==> src/hdl/phy_regs_pkg.sv <==
// Constants, field layout and carrier types for the transceiver's vendor
// management registers (strap override, strap status, expanded control,
// interrupt control/status). Assumes a management-frame engine that
// presents one decoded register access per request on the device clock.
package phy_regs_pkg;

    localparam int DATA_W = 16;
    localparam int ADDR_W = 5;
    localparam int NUM_EVENTS = 8;

    // Register offsets on the management bus
    localparam logic [ADDR_W-1:0] OFF_STRAP_OVERRIDE = 5'h16;
    localparam logic [ADDR_W-1:0] OFF_STRAP_STATUS = 5'h17;
    localparam logic [ADDR_W-1:0] OFF_EXPANDED_CTRL = 5'h18;
    localparam logic [ADDR_W-1:0] OFF_INT_CTRL_STATUS = 5'h1b;

    // Strap override register fields
    localparam int OVR_PME_BIT = 15;
    localparam int OVR_RO_BIT = 10;
    localparam int OVR_REPEATER_BIT = 6;
    localparam int OVR_NAND_TREE_BIT = 5;
    localparam int OVR_RMII_BIT = 1;
    localparam logic [DATA_W-1:0] OVR_RESET = 16'h0002;
    localparam logic [DATA_W-1:0] OVR_WRITE_MASK = 16'hfbff;

    // Strap status register fields
    localparam int STAT_ADDR_LSB = 13;
    localparam int STAT_ADDR_W = 2;
    localparam int STAT_RMII_BIT = 1;
    localparam logic [STAT_ADDR_W-1:0] STRAP_ADDR_ZERO = 2'h0;
    localparam logic [STAT_ADDR_W-1:0] STRAP_ADDR_THREE = 2'h3;

    // Expanded control register fields
    localparam int EXP_ENERGY_DETECT_OFF_BIT = 11;
    localparam logic [DATA_W-1:0] EXP_RESET = 16'h0801;

    // Interrupt control/status: enables high byte, flags low byte
    localparam int INT_EN_LSB = 8;
    localparam int INT_FLAG_LSB = 0;
    localparam logic [NUM_EVENTS-1:0] INT_EN_RESET = 8'h00;
    localparam int EV_LINK_UP = 0;
    localparam int EV_REMOTE_FAULT = 1;
    localparam int EV_LINK_DOWN = 2;
    localparam int EV_PARTNER_ACK = 3;
    localparam int EV_PAR_DET_FAULT = 4;
    localparam int EV_PAGE_RX = 5;
    localparam int EV_RX_ERROR = 6;
    localparam int EV_JABBER = 7;

    localparam logic [DATA_W-1:0] UNMAPPED_READ = 16'h0000;

    typedef struct packed {
        logic rd;
        logic wr;
        logic [ADDR_W-1:0] addr;
        logic [DATA_W-1:0] wdata;
    } mgmt_req_t;

    typedef struct packed {
        logic valid;
        logic [DATA_W-1:0] data;
    } mgmt_rsp_t;

    typedef struct packed {
        logic [STAT_ADDR_W-1:0] mgmtAddr;
        logic rmii;
        logic pme;
    } strap_t;

    typedef struct packed {
        logic repeaterBackToBackMode;
        logic nandTreeMode;
        logic rmiiMode;
        logic pmeEnable;
        logic energyDetectPowerDownEn;
    } mode_t;

endpackage : phy_regs_pkg

==> src/hdl/strap_capture.sv <==
// Captures the strap pins once, on the first clock edge after reset
// release. Assumes the pins are stable across that edge.
module strap_capture
(
    input wire logic clk, // Device clock
    input wire logic rst, // Async reset, active high
    input wire phy_regs_pkg::strap_t strapPins, // Raw strap levels
    output phy_regs_pkg::strap_t strapLatched, // Held strap values
    output logic strapValid // High once straps captured
);
    import phy_regs_pkg::*;

    strap_t strap_q;
    strap_t strap_d;
    logic valid_q;
    logic valid_d;

    always_comb
    begin
        strap_d = strap_q;
        valid_d = 1'b1;
        if (!valid_q)
        begin
            strap_d = strapPins;
            // Only two addresses exist; any other code folds to three
            if (strapPins.mgmtAddr != STRAP_ADDR_ZERO)
            begin
                strap_d.mgmtAddr = STRAP_ADDR_THREE;
            end
        end
    end

    // Async reset loads constants only; pins are sampled after release
    always_ff @(posedge clk or posedge rst)
    begin
        if (rst)
        begin
            strap_q <= '0;
            valid_q <= 1'b0;
        end
        else
        begin
            strap_q <= strap_d;
            valid_q <= valid_d;
        end
    end

    assign strapLatched = strap_q;
    assign strapValid = valid_q;

endmodule : strap_capture

==> src/hdl/event_flags.sv <==
// Sticky event flags that clear when software reads them.
// Assumes event inputs are one-cycle pulses or levels on the clock.
module event_flags #(
    parameter int N = 8 // Number of event flags
)
(
    input wire logic clk, // Device clock
    input wire logic rst, // Async reset, active high
    input wire logic [N-1:0] eventIn, // Event pulses
    input wire logic clearAll, // Read of flags taken
    output logic [N-1:0] flags // Sticky flags
);
    if (N < 1 || N > 8)
    begin : g_bad_width
        $error("event_flags: N must be 1..8");
    end

    logic [N-1:0] flag_q;
    logic [N-1:0] flag_d;

    genvar i;
    generate
        for (i = 0; i < N; i++)
        begin : g_flag
            // A new event in the clearing cycle survives the read
            assign flag_d[i] = eventIn[i] | (flag_q[i] & ~clearAll);
        end
    endgenerate

    always_ff @(posedge clk or posedge rst)
    begin
        if (rst)
        begin
            flag_q <= '0;
        end
        else
        begin
            flag_q <= flag_d;
        end
    end

    assign flags = flag_q;

endmodule : event_flags

==> src/hdl/phy_mode_strap_interrupt_regs.sv <==
// Vendor management registers: strap overrides, strap status,
// expanded control and the interrupt control/status register.
// Assumes the management-frame engine delivers one access per request
// and waits for the read answer one cycle later.
module phy_mode_strap_interrupt_regs
(
    input wire logic clk, // Device clock, 25 MHz
    input wire logic rst, // Async reset, active high
    input wire phy_regs_pkg::mgmt_req_t mgmtReq, // Register access request
    output phy_regs_pkg::mgmt_rsp_t mgmtRsp, // Read answer
    input wire phy_regs_pkg::strap_t strapPins, // Strap pin levels
    input wire logic [phy_regs_pkg::NUM_EVENTS-1:0] eventIn, // Event pulses
    output phy_regs_pkg::mode_t modes, // Operating mode controls
    output logic [phy_regs_pkg::STAT_ADDR_W-1:0] mgmtAddress, // Own bus address
    output logic intOut // Interrupt, active high
);
    import phy_regs_pkg::*;

    strap_t strapLatched;
    logic strapValid;
    logic [NUM_EVENTS-1:0] flags;
    logic readFlags;

    strap_capture u_strap (
        .clk(clk),
        .rst(rst),
        .strapPins(strapPins),
        .strapLatched(strapLatched),
        .strapValid(strapValid)
    );

    // Flags clear on any taken read of the interrupt register
    assign readFlags = mgmtReq.rd && (mgmtReq.addr == OFF_INT_CTRL_STATUS);

    event_flags #(
        .N(NUM_EVENTS)
    ) u_flags (
        .clk(clk),
        .rst(rst),
        .eventIn(eventIn),
        .clearAll(readFlags),
        .flags(flags)
    );

    // Control registers
    logic [DATA_W-1:0] ovr_q;
    logic [DATA_W-1:0] ovr_d;
    logic [DATA_W-1:0] exp_q;
    logic [DATA_W-1:0] exp_d;
    logic [NUM_EVENTS-1:0] intEn_q;
    logic [NUM_EVENTS-1:0] intEn_d;
    logic pmeLoaded_q;
    logic pmeLoaded_d;

    always_comb
    begin
        ovr_d = ovr_q;
        exp_d = exp_q;
        intEn_d = intEn_q;
        pmeLoaded_d = pmeLoaded_q;
        // Wake enable takes its strap once, unless software got there first
        if (strapValid && !pmeLoaded_q)
        begin
            ovr_d[OVR_PME_BIT] = strapLatched.pme;
            pmeLoaded_d = 1'b1;
        end
        if (mgmtReq.wr)
        begin
            if (mgmtReq.addr == OFF_STRAP_OVERRIDE)
            begin
                // Read-only bit keeps zero through the mask
                ovr_d = mgmtReq.wdata & OVR_WRITE_MASK;
                pmeLoaded_d = 1'b1;
            end
            else if (mgmtReq.addr == OFF_EXPANDED_CTRL)
            begin
                exp_d = mgmtReq.wdata;
            end
            else if (mgmtReq.addr == OFF_INT_CTRL_STATUS)
            begin
                // Low byte is flags and ignores writes
                intEn_d = mgmtReq.wdata[INT_EN_LSB +: NUM_EVENTS];
            end
        end
    end

    always_ff @(posedge clk or posedge rst)
    begin
        if (rst)
        begin
            ovr_q <= OVR_RESET;
            exp_q <= EXP_RESET;
            intEn_q <= INT_EN_RESET;
            pmeLoaded_q <= 1'b0;
        end
        else
        begin
            ovr_q <= ovr_d;
            exp_q <= exp_d;
            intEn_q <= intEn_d;
            pmeLoaded_q <= pmeLoaded_d;
        end
    end

    // Read path
    logic [DATA_W-1:0] statusWord;
    logic [DATA_W-1:0] intWord;
    mgmt_rsp_t rsp_q;
    mgmt_rsp_t rsp_d;

    always_comb
    begin
        statusWord = '0;
        statusWord[STAT_ADDR_LSB +: STAT_ADDR_W] = strapLatched.mgmtAddr;
        statusWord[STAT_RMII_BIT] = strapLatched.rmii;
        intWord = '0;
        intWord[INT_EN_LSB +: NUM_EVENTS] = intEn_q;
        intWord[INT_FLAG_LSB +: NUM_EVENTS] = flags;
    end

    always_comb
    begin
        rsp_d.valid = mgmtReq.rd;
        rsp_d.data = rsp_q.data;
        if (mgmtReq.rd)
        begin
            if (mgmtReq.addr == OFF_STRAP_OVERRIDE)
            begin
                rsp_d.data = ovr_q;
            end
            else if (mgmtReq.addr == OFF_STRAP_STATUS)
            begin
                rsp_d.data = statusWord;
            end
            else if (mgmtReq.addr == OFF_EXPANDED_CTRL)
            begin
                rsp_d.data = exp_q;
            end
            else if (mgmtReq.addr == OFF_INT_CTRL_STATUS)
            begin
                rsp_d.data = intWord;
            end
            else
            begin
                rsp_d.data = UNMAPPED_READ;
            end
        end
    end

    // Interrupt output, registered so it never glitches
    logic int_q;
    logic int_d;

    always_comb
    begin
        int_d = |(flags & intEn_q);
    end

    always_ff @(posedge clk or posedge rst)
    begin
        if (rst)
        begin
            rsp_q <= '0;
            int_q <= 1'b0;
        end
        else
        begin
            rsp_q <= rsp_d;
            int_q <= int_d;
        end
    end

    assign mgmtRsp = rsp_q;
    assign intOut = int_q;

    // Repeater mode relies on the host also setting the interface override
    assign modes.repeaterBackToBackMode = ovr_q[OVR_REPEATER_BIT];
    assign modes.nandTreeMode = ovr_q[OVR_NAND_TREE_BIT];
    assign modes.rmiiMode = ovr_q[OVR_RMII_BIT];
    assign modes.pmeEnable = ovr_q[OVR_PME_BIT];
    assign modes.energyDetectPowerDownEn = ~exp_q[EXP_ENERGY_DETECT_OFF_BIT];
    assign mgmtAddress = strapLatched.mgmtAddr;

endmodule : phy_mode_strap_interrupt_regs

==> config.mk <==
export PLATFORM = sky130hd
export DESIGN_NAME = phy_mode_strap_interrupt_regs
export DESIGN_NICKNAME = d
export VERILOG_FILES = /design/src/hdl/phy_regs_pkg.sv /design/src/hdl/strap_capture.sv /design/src/hdl/event_flags.sv /design/src/hdl/phy_mode_strap_interrupt_regs.sv
export SDC_FILE = /design/constraint.sdc
export NUM_CORES = 1
export LEC_CHECK = 0
export BUFFER_PORTS_ARGS = -buffer_cell sky130_fd_sc_hd__buf_2
export CORE_MARGIN = 10
export CORE_UTILIZATION = 45
export CTS_BUF_LIST = sky130_fd_sc_hd__clkbuf_4
export DETAILED_ROUTE_END_ITERATION = 8
export PLACE_DENSITY_LB_ADDON = 0.25
export SKIP_CTS_REPAIR_TIMING = 1
export SYNTH_ARGS = -nofsm -noshare
export SYNTH_HDL_FRONTEND = slang
export SYNTH_SLANG_ARGS = --single-unit
==> constraint.sdc <==
create_clock -name clk -period 1.8 [get_ports clk]
set_input_delay 0.09 -clock clk [delete_from_list [all_inputs] [get_ports clk]]
set_output_delay 0.09 -clock clk [all_outputs]
set_load 0.01 [all_outputs]
# Word-level counts from Yosys, hierarchy flattened
# Cells that the tools add are included.
# classes
eq_ne	4
mux	11
bitwise	21
reduce_logical	8
# op_table
cell	count
$mux W16	6
$eq A5 B5 Y1 const B	4
$and A1 B1 Y1	8
$and A8 B8 Y8	1
$or A1 B1 Y1	8
$reduce_or A8 Y1	1
$mux W1	4
$not A1 Y1	4
$reduce_and A4 Y1	1
$reduce_and A3 Y1	1
$logic_and A1 B1 Y1	2
$mux W2	1
$reduce_and A2 Y1	1
$reduce_bool A2 Y1	1
$logic_not A1 Y1	1
# word_totals
reg_bits	71
inputBits	37
out_inout_bits	25
elab_cells	57

# Longest topological paths before layout
# depth
ltp_word	5
mapped_depth	6
mapped_depth_nobuf	4

# Modules after synthesis
# Synthesis repeated with hierarchy kept, for this count alone.
# unflattened
cells_unflattened	229
area_unflattened_um2	2965.3
# modules_own_cells
module	instances	cells_each	area_per_inst_um2	seq_area_each_um2
phy_mode_strap_interrupt_regs	1	199	2547.4	1455.1
event_flags	1	18	267.8	200.2
strap_capture	1	12	150.1	100.1

# Worst setup path before layout
# No wires, ideal clock.
# synth_timing
path_kind	input port to flip-flop
startpoint	input mgmtReq[16] (netlist name)
endpoint	register exp_q[10]
setup_time_ns	0.125
arrival_ns	1.296
t_required_ns	1.675
path_slack_ns	0.379
cell_stages	5
path_buffers	3
path_cell_list	buf_6 -> or4_4 -> buf_6 -> buf_12 -> mux2_4
# synth_via
elab_chain_len	3
word_cells_on_any_way	4
cone_classes	2 x eq/ne; 1 x bitwise; 1 x reduce/logical
# synth_rtl
item	line	source
start, declared	phy_mode_strap_interrupt_regs.sv:9	input wire phy_regs_pkg::mgmt_req_t mgmtReq,
$eq A5 B5 Y1	phy_mode_strap_interrupt_regs.sv:69	if (mgmtReq.addr == OFF_STRAP_OVERRIDE)
$not A1 Y1 (no line)	--	
$reduce_and A3 Y1 (no line) *	--	
end signal, assigned	phy_mode_strap_interrupt_regs.sv:99	exp_q <= exp_d;
end, declared	phy_mode_strap_interrupt_regs.sv:48	logic [DATA_W-1:0] exp_q;
# Mark *: on every way between the ends. The rest lies on a longest branch, timed or not.
# A chain may end at the register's enable or synchronous reset.

==> metrics <==
synth unique cells 30; FFs w/ async S/R, synth 1.000; area share of the largest cell type after synthesis 0.5602; CTS max path bufs 2; clock buffer count from CTS 9; Compound-Gate Fraction of Synth Area 0.1150; period utilisation layout 0.6879; DRC violations left 0; first-pass GRT wire length 11,140 um; Cell Rows 29; Wirelength per Cell 17.01 um; Mapped Area 2993 um2; EDFF count, synth 0; Worst IR Drop VDD 0.0006308 V; Global Route Usage Sum 0.1399; Pins Over Slew Limit 0; status finished clean; mux share of post-synthesis cell area 0.1664; post-placement cell area 3366 um2; die width 101.6 um; #FFs+latches synth 70; GR Layer Usage met3 0.05446; cell family with most CP delay flip-flops; synth top area cells dfrtp_1 (56%), mux2_2 (11%), mux2_4 (5.0%); area delta synth->final 26.13%; layout cells sized above 1 0.3964; simple-gate share of the synthesized area 0.08779; commonest non-fill, non-tap cell in the layout dfrtp_1; Worst setup EP type output port; data arrival time of the worst path 1.15 ns; Initial DRC Count 94; total of max-cap violations 0; Clock transition at path regs 0.12 ns; Synth Area in XOR/XNOR 0; post-synthesis sequential area ratio 0.5865; synth warn 0; fin area 3775 um2; initial antenna violation count 0; Synth Instances 234; most frequent cells in the layout dfrtp_1 (67), buf_2 (61), mux2_2 (30), dlygate4sd3_1 (30), a22oi_1 (19); cell leakage power 1.716 nW; DR vias/cell 5.271; CTS tree done; busiest grt layer met2; Mapped Avg Cell Area 12.79 um2; CP peak stage delay 0.57 ns; Slew HR 0.5691; Ports 62; Initial Util 0.4660; Clock Skews 0.01378 ns; Crit Path Category register to output port; routability cong. 0.7758; Worst Hold End mgmtRsp[1]; FF-to-FF setup slack 0.77 ns; via count 2,161; minimum clock period 1.238 ns; worst r2r src u_strap.strapLatched[2]; top_reg_cell synth dfrtp_1; total power 0.003295 W; die height 101.6 um; CP max stage cell dfstp_2; # clock sinks 70; syn nets 271; hold depth 5; cell breakdown of the critical path inv_1 > buf_2; Port Buffers 61; met1 GRT Util 0.1613; Fin. Hold Viols 0; core area 6422 um2; final std cells w/o fill 410; Worst R2R End mgmtRsp[14]; layout net count 365; HP Start mgmtReq[20]; CTS H-Tree Depth 3; minimum hold slack 0.1493 ns; vias in the first global route 2,223; Worst-Margin Slew 0.6449 ns; RSZ-0062 raised after global routing false; setup TNS 0 ns; final setup vio count 0; die area 10,310 um2; placed cells 364; WP buf/inv 2; HPWL Detailed 4811 um; worst path required time 1.71 ns; drt first pass iters 4; Cell Pwr Density 872.9 nW/um2; largest net degree at the start of global routing 28; WL final 6973 um; M2 GR Usage 0.2326; largest family of logic cells by synthesized area multiplexers; FMAX 807.6 MHz; post-route ant nets 0; reg2reg path depth 4; Tightest Hold Check Type primary input to register; Synth Area in Adders 0; Worst Path Max Fanout 3; grt ovf 0; CTS Root Buffer Type clkbuf_4; clk_lat worst skew 0.42 ns; diode count 0; Yosys top cell by area dfrtp_1; startpoint types register
[layout make-up]
type                    count  area (um2)
repair buffers             99       690.7
clock buffers               9       67.56
clock inverters             7       41.29
fillers                   555        2648
flip-flops and latches     70        1755
multi-input cells         145        1109
inverters                   3       15.01
well taps                  77       96.34
[worst reg2reg max path, delay by kind of cell, from the launching register on]
family / cells / cell delay [ns]
compound gates: 3 / 0.51
flops: 1 / 0.40
simple gates: 1 / 0.06
[state kept, by name (all words and copies together), names as in the netlist]
name,count
u_strap.strapValid,1
exp_q,16
ovr_q,15
intOut,1
mgmtRsp,17
intEn_q,8
pmeLoaded_q,1
u_flags.flags,8
u_strap.strapLatched,3
[cell usage after synthesis, drive strengths merged, types with 5 or more instances]
cell	n
clkbuf	6
mux2	40
dfrtp	67
nand2	18
o21ai	5
a21oi	7
a31oi	13
buf	10
a22oi	19
a21o	8
nor2	18
[through the flow]
stage	worst slack (ns)	utilization
floorplan	0.3791	-
global placement	0.3510	0.5241
detailed placement	0.3245	0.5241
CTS	0.5287	0.5410
global route	0.4906	0.5878
finish	0.5618	0.5878
[worst max path at each step]
stage                           end        start  depth (start not counted)
final                      modes[0]    exp_q[11]                          2
after global routing       modes[0]    exp_q[11]                          2
after CTS                  modes[0]    exp_q[11]                          2
after detailed placement   exp_q[8]  mgmtReq[18]                          4
after global placement    exp_q[10]  mgmtReq[16]                          3
after floorplan           exp_q[10]  mgmtReq[16]                          5
[kinds of logic after synthesis]
group                  count (synthesis)
flip-flops                            70
AND/OR/NAND/NOR                       51
buffers and inverters                 19
other                                  1
AO/OA/AOI/OAI                         52
multiplexers                          41
[power breakdown]
group | total (W) | switching, W | internal [W]
logic | 0.000540 | 0.000223 | 0.000317
registers | 0.00192 | 0.000131 | 0.00179
clock network | 0.000831 | 0.000560 | 0.000271
[layer usage]
layer,up-vias,part of all wire
met5,-,0
met4,0,0.0096
li1,1024,-
met2,51,0.51
met3,8,0.056
met1,1078,0.42
(Power assumes the default switching activity.)
